<file path="config.mk">
export PLATFORM = sky130hd
export DESIGN_NAME = signal_monitor
export DESIGN_NICKNAME = d
export VERILOG_FILES = /design/src/monitor_pkg.sv /design/src/signal_monitor.sv
export SDC_FILE = /design/constraint.sdc
export NUM_CORES = 1
export LEC_CHECK = 0
export BUFFER_PORTS_ARGS = -buffer_cell sky130_fd_sc_hd__buf_2
export CORE_ASPECT_RATIO = 1.5
export CORE_MARGIN = 8
export CORE_UTILIZATION = 55
export CTS_BUF_LIST = sky130_fd_sc_hd__clkbuf_16
export DETAILED_ROUTE_END_ITERATION = 10
export PLACE_DENSITY = 0.78
export SYNTH_ARGS = -nofsm -noshare
export SYNTH_HDL_FRONTEND = slang
export SYNTH_SLANG_ARGS = --single-unit
</file>
<file path="constraint.sdc">
create_clock -name sys_clk -period 2.8 [get_ports sys_clk]
set_input_delay 0.56 -clock sys_clk [delete_from_list [all_inputs] [get_ports sys_clk]]
set_output_delay 0.56 -clock sys_clk [all_outputs]
set_load 0.01 [all_outputs]
</file>
<file path="src/monitor_pkg.sv">
package monitor_pkg;
    // register indices; byte address is four times the index
    localparam logic [9:0] IDX_SYNC_CTL   = 10'h26f;
    localparam logic [9:0] IDX_CONTROL    = 10'h270;
    localparam logic [9:0] IDX_PERIOD0    = 10'h271;
    localparam logic [9:0] IDX_PERIOD1    = 10'h272;
    localparam logic [9:0] IDX_PERIOD2    = 10'h273;
    localparam logic [9:0] IDX_READBACK   = 10'h274;
    localparam logic [9:0] IDX_RESULT0    = 10'h275;
    localparam logic [9:0] IDX_RESULT1    = 10'h276;
    localparam logic [9:0] IDX_RESULT2    = 10'h277;
    localparam logic [9:0] IDX_TALLY      = 10'h278;
    localparam logic [9:0] IDX_INSERT_EN  = 10'h279;
    localparam logic [9:0] IDX_INSERT_SEL = 10'h27a;
    localparam int ADDR_W   = 12;
    localparam int SAMPLE_W = 14;
    localparam int RESULT_W = 20;
    // field positions
    localparam int SYNC_EN_BIT    = 0;
    localparam int SYNC_NEXT_BIT  = 1;
    localparam int PEAK_EN_BIT    = 1;
    localparam int UPDATE_BIT     = 4;
    localparam int INS_PEAK_BIT   = 1;
    // reset values and codes
    localparam logic [23:0] PERIOD_RESET  = 24'h000080;
    localparam logic [2:0]  SEL_PEAK      = 3'h1;
    localparam logic [1:0]  INSERT_ON     = 2'h3;
    localparam logic        INS_SEL_RESET = 1'h1;
    localparam logic [1:0]  RESP_OKAY     = 2'h0;
    localparam logic [1:0]  RESP_SLVERR   = 2'h2;
endpackage : monitor_pkg

</file>
<file path="src/signal_monitor.sv">
// Register access over AXI4-Lite was decided locally.
module signal_monitor (
    input  wire logic                                sys_clk,
    input  wire logic                                resetn,
    input  wire logic [monitor_pkg::ADDR_W-1:0]      awaddr,
    input  wire logic                                awvalid,
    output logic                                     awready,
    input  wire logic [31:0]                         wdata,
    input  wire logic [3:0]                          wstrb,
    input  wire logic                                wvalid,
    output logic                                     wready,
    output logic [1:0]                               bresp,
    output logic                                     bvalid,
    input  wire logic                                bready,
    input  wire logic [monitor_pkg::ADDR_W-1:0]      araddr,
    input  wire logic                                arvalid,
    output logic                                     arready,
    output logic [31:0]                              rdata,
    output logic [1:0]                               rresp,
    output logic                                     rvalid,
    input  wire logic                                rready,
    input  wire logic [monitor_pkg::SAMPLE_W-1:0]    sample_mag,
    input  wire logic                                sysref_edge,
    output logic [monitor_pkg::RESULT_W-1:0]         link_stat_data,
    output logic                                     link_stat_valid
);
    logic [monitor_pkg::ADDR_W-1:0]   awaddr_q;
    logic                             aw_have_q;
    logic [7:0]                       wdata_q;
    logic                             wlane_q;
    logic                             w_have_q;
    logic                             wr_do;
    logic [9:0]                       wr_idx;
    logic [9:0]                       rd_idx;
    logic [7:0]                       rd_byte;
    logic                             rd_hit;
    logic                             sync_en_q;
    logic                             sync_next_q;
    logic                             peak_en_q;
    logic [23:0]                      period_q;
    logic                             update_q;
    logic [2:0]                       sel_q;
    logic [monitor_pkg::RESULT_W-1:0] result_q;
    logic [7:0]                       tally_rb_q;
    logic [1:0]                       insert_en_q;
    logic                             ins_peak_q;
    logic [23:0]                      cnt_q;
    logic [7:0]                       tally_q;
    logic [monitor_pkg::SAMPLE_W-1:0] peak_q;
    logic [monitor_pkg::SAMPLE_W-1:0] peak_hold_q;
    logic                             expire;
    logic                             realign;
    logic                             sync_wr;

    assign wr_do   = aw_have_q && w_have_q && !bvalid;
    assign wr_idx  = awaddr_q[monitor_pkg::ADDR_W-1:2];
    assign rd_idx  = araddr[monitor_pkg::ADDR_W-1:2];
    assign sync_wr = wr_do && wlane_q && (wr_idx == monitor_pkg::IDX_SYNC_CTL);
    // a period of 0 or 1 simply expires every cycle
    assign expire  = (cnt_q <= 24'h000001);
    assign realign = sync_en_q && sysref_edge;

    // write address and data are taken independently and held until the write completes
    always_ff @(posedge sys_clk or negedge resetn)
    begin
        if (!resetn)
        begin
            awready   <= 1'b0;
            wready    <= 1'b0;
            aw_have_q <= 1'b0;
            w_have_q  <= 1'b0;
            awaddr_q  <= '0;
            wdata_q   <= 8'h00;
            wlane_q   <= 1'b0;
            bvalid    <= 1'b0;
            bresp     <= monitor_pkg::RESP_OKAY;
        end
        else
        begin
            if (!aw_have_q && !bvalid)
                awready <= !(awvalid && awready);
            if (!w_have_q && !bvalid)
                wready <= !(wvalid && wready);
            if (awvalid && awready)
            begin
                aw_have_q <= 1'b1;
                awaddr_q  <= awaddr;
            end
            if (wvalid && wready)
            begin
                w_have_q <= 1'b1;
                wdata_q  <= wdata[7:0];
                wlane_q  <= wstrb[0];
            end
            if (wr_do)
            begin
                aw_have_q <= 1'b0;
                w_have_q  <= 1'b0;
                bvalid    <= 1'b1;
                bresp     <= (wr_idx >= monitor_pkg::IDX_SYNC_CTL &&
                              wr_idx <= monitor_pkg::IDX_INSERT_SEL) ?
                             monitor_pkg::RESP_OKAY : monitor_pkg::RESP_SLVERR;
            end
            else if (bvalid && bready)
            begin
                bvalid  <= 1'b0;
                awready <= 1'b1;
                wready  <= 1'b1;
            end
        end
    end

    // read decode; reserved bits read as zero
    always_comb
    begin
        rd_hit  = 1'b1;
        rd_byte = 8'h00;
        unique case (rd_idx)
            monitor_pkg::IDX_SYNC_CTL:   rd_byte = {6'h00, sync_next_q, sync_en_q};
            monitor_pkg::IDX_CONTROL:    rd_byte = {6'h00, peak_en_q, 1'b0};
            monitor_pkg::IDX_PERIOD0:    rd_byte = period_q[7:0];
            monitor_pkg::IDX_PERIOD1:    rd_byte = period_q[15:8];
            monitor_pkg::IDX_PERIOD2:    rd_byte = period_q[23:16];
            monitor_pkg::IDX_READBACK:   rd_byte = {3'h0, update_q, 1'b0, sel_q};
            monitor_pkg::IDX_RESULT0:    rd_byte = result_q[7:0];
            monitor_pkg::IDX_RESULT1:    rd_byte = result_q[15:8];
            monitor_pkg::IDX_RESULT2:    rd_byte = {4'h0, result_q[19:16]};
            monitor_pkg::IDX_TALLY:      rd_byte = tally_rb_q;
            monitor_pkg::IDX_INSERT_EN:  rd_byte = {6'h00, insert_en_q};
            monitor_pkg::IDX_INSERT_SEL: rd_byte = {6'h00, ins_peak_q, 1'b0};
            default:                     rd_hit  = 1'b0;
        endcase
    end

    // one read at a time, answered the cycle after the address is taken
    always_ff @(posedge sys_clk or negedge resetn)
    begin
        if (!resetn)
        begin
            arready <= 1'b0;
            rvalid  <= 1'b0;
            rdata   <= 32'h00000000;
            rresp   <= monitor_pkg::RESP_OKAY;
        end
        else if (arvalid && arready)
        begin
            arready <= 1'b0;
            rvalid  <= 1'b1;
            rdata   <= {24'h000000, rd_byte};
            rresp   <= rd_hit ? monitor_pkg::RESP_OKAY : monitor_pkg::RESP_SLVERR;
        end
        else if (rvalid && rready)
        begin
            rvalid  <= 1'b0;
            arready <= 1'b1;
        end
        else if (!rvalid)
            arready <= 1'b1;
    end

    // sync control: a software write in the clearing cycle wins, so a re-arm is not lost
    always_ff @(posedge sys_clk or negedge resetn)
    begin
        if (!resetn)
        begin
            sync_en_q   <= 1'b0;
            sync_next_q <= 1'b0;
        end
        else if (sync_wr)
        begin
            sync_en_q   <= wdata_q[monitor_pkg::SYNC_EN_BIT];
            sync_next_q <= wdata_q[monitor_pkg::SYNC_NEXT_BIT];
        end
        else if (realign && sync_next_q)
            sync_en_q <= 1'b0;
    end

    // plain control registers; update bit is a one-cycle strobe
    always_ff @(posedge sys_clk or negedge resetn)
    begin
        if (!resetn)
        begin
            peak_en_q   <= 1'b0;
            period_q    <= monitor_pkg::PERIOD_RESET;
            sel_q       <= monitor_pkg::SEL_PEAK;
            update_q    <= 1'b0;
            insert_en_q <= 2'h0;
            ins_peak_q  <= monitor_pkg::INS_SEL_RESET;
        end
        else
        begin
            update_q <= 1'b0;
            if (wr_do && wlane_q)
            begin
                unique case (wr_idx)
                    monitor_pkg::IDX_CONTROL:    peak_en_q <= wdata_q[monitor_pkg::PEAK_EN_BIT];
                    monitor_pkg::IDX_PERIOD0:    period_q[7:0]   <= wdata_q;
                    monitor_pkg::IDX_PERIOD1:    period_q[15:8]  <= wdata_q;
                    monitor_pkg::IDX_PERIOD2:    period_q[23:16] <= wdata_q;
                    monitor_pkg::IDX_READBACK:
                    begin
                        sel_q    <= wdata_q[2:0];
                        update_q <= wdata_q[monitor_pkg::UPDATE_BIT];
                    end
                    monitor_pkg::IDX_INSERT_EN:  insert_en_q <= wdata_q[1:0];
                    monitor_pkg::IDX_INSERT_SEL: ins_peak_q  <= wdata_q[monitor_pkg::INS_PEAK_BIT];
                    default:                     ;
                endcase
            end
        end
    end

    // period counter; odd periods are not guarded against, software keeps them even
    always_ff @(posedge sys_clk or negedge resetn)
    begin
        if (!resetn)
            cnt_q <= monitor_pkg::PERIOD_RESET;
        else if (realign || expire)
            cnt_q <= period_q;
        else
            cnt_q <= cnt_q - 24'h000001;
    end

    // frame counter
    // an expiry that meets a realign still counts, so a matched sysref leaves
    // the measuring intervals and the count undisturbed
    always_ff @(posedge sys_clk or negedge resetn)
    begin
        if (!resetn)
            tally_q <= 8'h00;
        else if (expire)
            tally_q <= tally_q + 8'h01;
    end

    // peak tracking; an expiry always captures, a realign alone restarts
    // tracking without a capture, which drops the cut-short period
    always_ff @(posedge sys_clk or negedge resetn)
    begin
        if (!resetn)
        begin
            peak_q      <= '0;
            peak_hold_q <= '0;
        end
        else if (!peak_en_q)
        begin
            peak_q      <= '0;
            peak_hold_q <= '0;
        end
        else if (expire)
        begin
            peak_hold_q <= (sample_mag > peak_q) ? sample_mag : peak_q;
            peak_q      <= sample_mag;
        end
        else if (realign)
            peak_q <= sample_mag;
        else if (sample_mag > peak_q)
            peak_q <= sample_mag;
    end

    // readback latch, only the peak code yields result data; the tally is latched for any code
    always_ff @(posedge sys_clk or negedge resetn)
    begin
        if (!resetn)
        begin
            result_q   <= '0;
            tally_rb_q <= 8'h00;
        end
        else if (update_q)
        begin
            result_q   <= (sel_q == monitor_pkg::SEL_PEAK) ? {6'h00, peak_hold_q} : '0;
            tally_rb_q <= tally_q;
        end
    end

    // link frame insertion, one strobe per expired period
    always_ff @(posedge sys_clk or negedge resetn)
    begin
        if (!resetn)
        begin
            link_stat_valid <= 1'b0;
            link_stat_data  <= '0;
        end
        else
        begin
            link_stat_valid <= expire && peak_en_q &&
                               insert_en_q == monitor_pkg::INSERT_ON && ins_peak_q;
            if (expire)
                link_stat_data <= {6'h00, (sample_mag > peak_q) ? sample_mag : peak_q};
        end
    end
endmodule // signal_monitor

</file>
==> results.json <==
{
  "status": "complete, no violations",
  "clkPwrFrac_pct": 32.9,
  "synth_top_area_share_pct": 47.8,
  "cts_hold_buf": 0,
  "p_leak_nw": 4.29,
  "remaining_drc_errors": 0,
  "place_hpwl_um": 14800,
  "synth_area_leaders": "dfrtp_1 (48%), mux2_2 (8.7%), nand2_1 (4.0%)",
  "drtIter0Drc": 334,
  "grt_first_pass_wirelength_um": 34100,
  "grt_pass1_vias": 6810,
  "fin_util_pct": 63.4,
  "fin_worst_skew_ns": 0.00979,
  "min_period_ns": 2.51,
  "finalCritPeriodShare_pct": 89.8,
  "final_common_cell": "dfrtp_1",
  "synth-main-ff-cell": "dfrtp_1",
  "yosysSeqAreaShare_pct": 49.0,
  "n_antenna_cell": 0,
  "gp_congestion": 0.893,
  "sw_frac_of_total_pct": 31.9,
  "yosysUniqueCellTypes": 68,
  "syn_to_final_growth_pct": 14.3,
  "path_cells": "or3_4, or4_4, o41ai_4, buf_12, a211oi_4, buf_4, mux2i_1",
  "power_frac_seq_pct": 47.1,
  "synth_seq_cells": 167,
  "wire_per_inst_um": 18.2,
  "post_cts_resize_count": 0,
  "synth_edf_count": 0,
  "cts_buffer_depth": 2,
  "syn-cell-area_sq_um": 8540,
  "dieWidth_um": 118,
  "hold_class": "input port to async pin",
  "grt_usage_pct": 21.0,
  "ctsHtreeMaxLevel": 4,
  "layout_common_cells": "dfrtp_1 (163), nand2_1 (90), buf_2 (79), o21ai_0 (66), mux2_2 (66)",
  "grt_overflow": 0,
  "required_ns": 3.10,
  "final-setup-viol-count": 0,
  "clk_pin_slew_ns": 0.07,
  "dpl.cell_count": 1080,
  "drtAntennaViolNets": 0,
  "path_class": "register to register",
  "path_max_fanout": 38,
  "yosysTopAreaCell": "dfrtp_1",
  "dieArea_sq_um": 19900,
  "switchingPower_mw": 2.37,
  "cp-end-kind": "register",
  "viasPerCell": 5.73,
  "rows": 56,
  "finalHoldViolations": 0,
  "slew_viol_final": 0,
  "coreArea_sq_um": 15400,
  "critPathSlowestCell": "or4_4",
  "fillers": 1272,
  "final_cell_count_no_fill": 1112,
  "ir_drop_uv": 425,
  "drive_gt1_share_pct": 24.6,
  "routed_wirelength_um": 20200,
  "start_util_pct": 55.4,
  "slowest_delay_ns": 0.55,
  "cp.arrival_ns": 2.82,
  "avgSynthCellArea_sq_um": 10.5,
  "vias": 6373,
  "port_buffers": 80,
  "antenna_found_initial": 0,
  "clk_latency_ns": 0.42,
  "setup_tns_ns": 0,
  "cp-start-kind": "register",
  "max_freq_mhz": 398,
  "final_nets": 995,
  "dr.pass1.iters": 5,
  "power_density_nw_per_um2": 759,
  "maxCapViolCount": 0,
  "grt_max_degree": 65,
  "ios": 144,
  "yosysWarnings": 0,
  "cts_tree": "done",
  "slew_headroom_pct": 46.3,
  "p_int_mw": 5.05,
  "cts_buffers": 17,
  "regArea_sq_um": 4180,
  "async_reset_ff_share_pct": 100,
  "syn_inst": 810,
  "multiInputGateArea_sq_um": 3930,
  "post-cts-setup-buffer-count": 0,
  "rsz0062_at_grt": "no",
  "dieHeight_um": 169,
  "numClockSinks": 167,
  "worst_pin_slew_ns": 0.805,
  "worst_path_dominant_cell_family": "simple AND/OR/NAND/NOR gates",
  "root_buffer": "clkbuf_16",
  "whs_ns": 0.0992,
  "p_comb_share_pct": 20.1,
  "crit_buf_inv": 2
}
path summary, 6_finish.rpt:
check | slack (ns) | cells after the start | endpoint | start
min | 0.1 | 1 | awaddr_q[7] | resetn
min reg2reg | 0.48 | 2 | result_q[0] | peak_hold_q[0]
max in group asynchronous | 1.86 | 2 | cnt_q[15] | resetn
min in group sys_clk | 0.34 | 2 | bvalid | bready
max reg2reg | 0.29 | 7 | peak_q[6] | cnt_q[10]
max | 0.29 | 7 | peak_q[6] | cnt_q[10]
cell type report:
type                            instances  share of cell area (%)
Clock buffer                           17                    4.36
Multi-Input combinational cell        565                    40.2
Timing Repair Buffer                  106                    6.55
Clock inverter                         15                    1.96
Sequential cell                       167                    42.8
Tap cell                              203                    2.60
Inverter                               39                    1.50
power groups by stage:
| stage | Sequential, mW | Clock [mW] | Combinational [mW] |
|---|---|---|---|
| after floorplan | 3.38 | 0 | 1.04 |
| after global routing | 3.56 | 2.57 | 1.67 |
| final | 3.49 | 2.44 | 1.49 |
| after detailed placement | 3.52 | 0 | 1.49 |
| after global placement | 3.50 | 0 | 1.44 |
| after CTS | 3.48 | 2.48 | 1.51 |
cell families (layout without fill, tap and decap cells):
family	count (synthesis)	count (layout)	synth area share, %
AO/OA/AOI/OAI	173	173	13.4
XOR/XNOR	29	29	2.97
adder cells (fa/ha/maj)	17	17	2.49
buffers and inverters	109	177	6.67
flip-flops	167	167	49.0
multiplexers	91	91	11.6
other	1	32	0.0439
AND/OR/NAND/NOR	223	223	13.8
flip-flops by register name (all words and copies together), names as in the netlist, 2 cells and up:
register and count:
cnt_q 24, period_q 24, link_stat_data 14, peak_hold_q 14, peak_q 14, result_q 14, awaddr_q 10, rdata 8
tally_q 8, tally_rb_q 8, wdata_q 8, sel_q 3, insert_en_q 2
synthesized netlist by cell type (3+ instances only):
master and count:
nor2_1 30, dfrtp_1 163, o211ai_1 33, mux2_2 66, nand2b_1 3, nand3_1 12
nor3_1 15, a22o_1 12, xnor2_1 22, mux2i_1 25, buf_4 37, a31oi_1 30
nand4_1 12, dfstp_2 4, and2_1 3, a21oi_1 6, or3_1 5, buf_2 5
nand3b_1 10, ha_1 17, a22oi_1 3, nand2_1 90, nor4_1 10, and3_1 5
o21ai_0 66, xor2_1 7, nor2b_1 3, clkbuf_1 24, inv_1 39
per-stage QoR:
stage,worst slack [ns],power (mW),instance area (sq um)
final,0.286,7.41,9770
after global routing,0.143,7.79,9770
after CTS,0.286,7.47,9770
after detailed placement,0.0796,5.01,9150
after global placement,0.126,4.94,9150
after floorplan,0.182,4.42,8660
routing by layer:
| layer | vias to the layer above | GRT usage (%) | wire, um |
|---|---|---|---|
| li1 | 3025 | - | - |
| met1 | 3112 | 23.9 | 8000 |
| met2 | 189 | 37.0 | 10500 |
| met3 | 47 | 3.87 | 818 |
| met4 | 0 | 11.0 | 849 |
| met5 | - | 0 | 0 |
(Power assumes the default switching activity.)
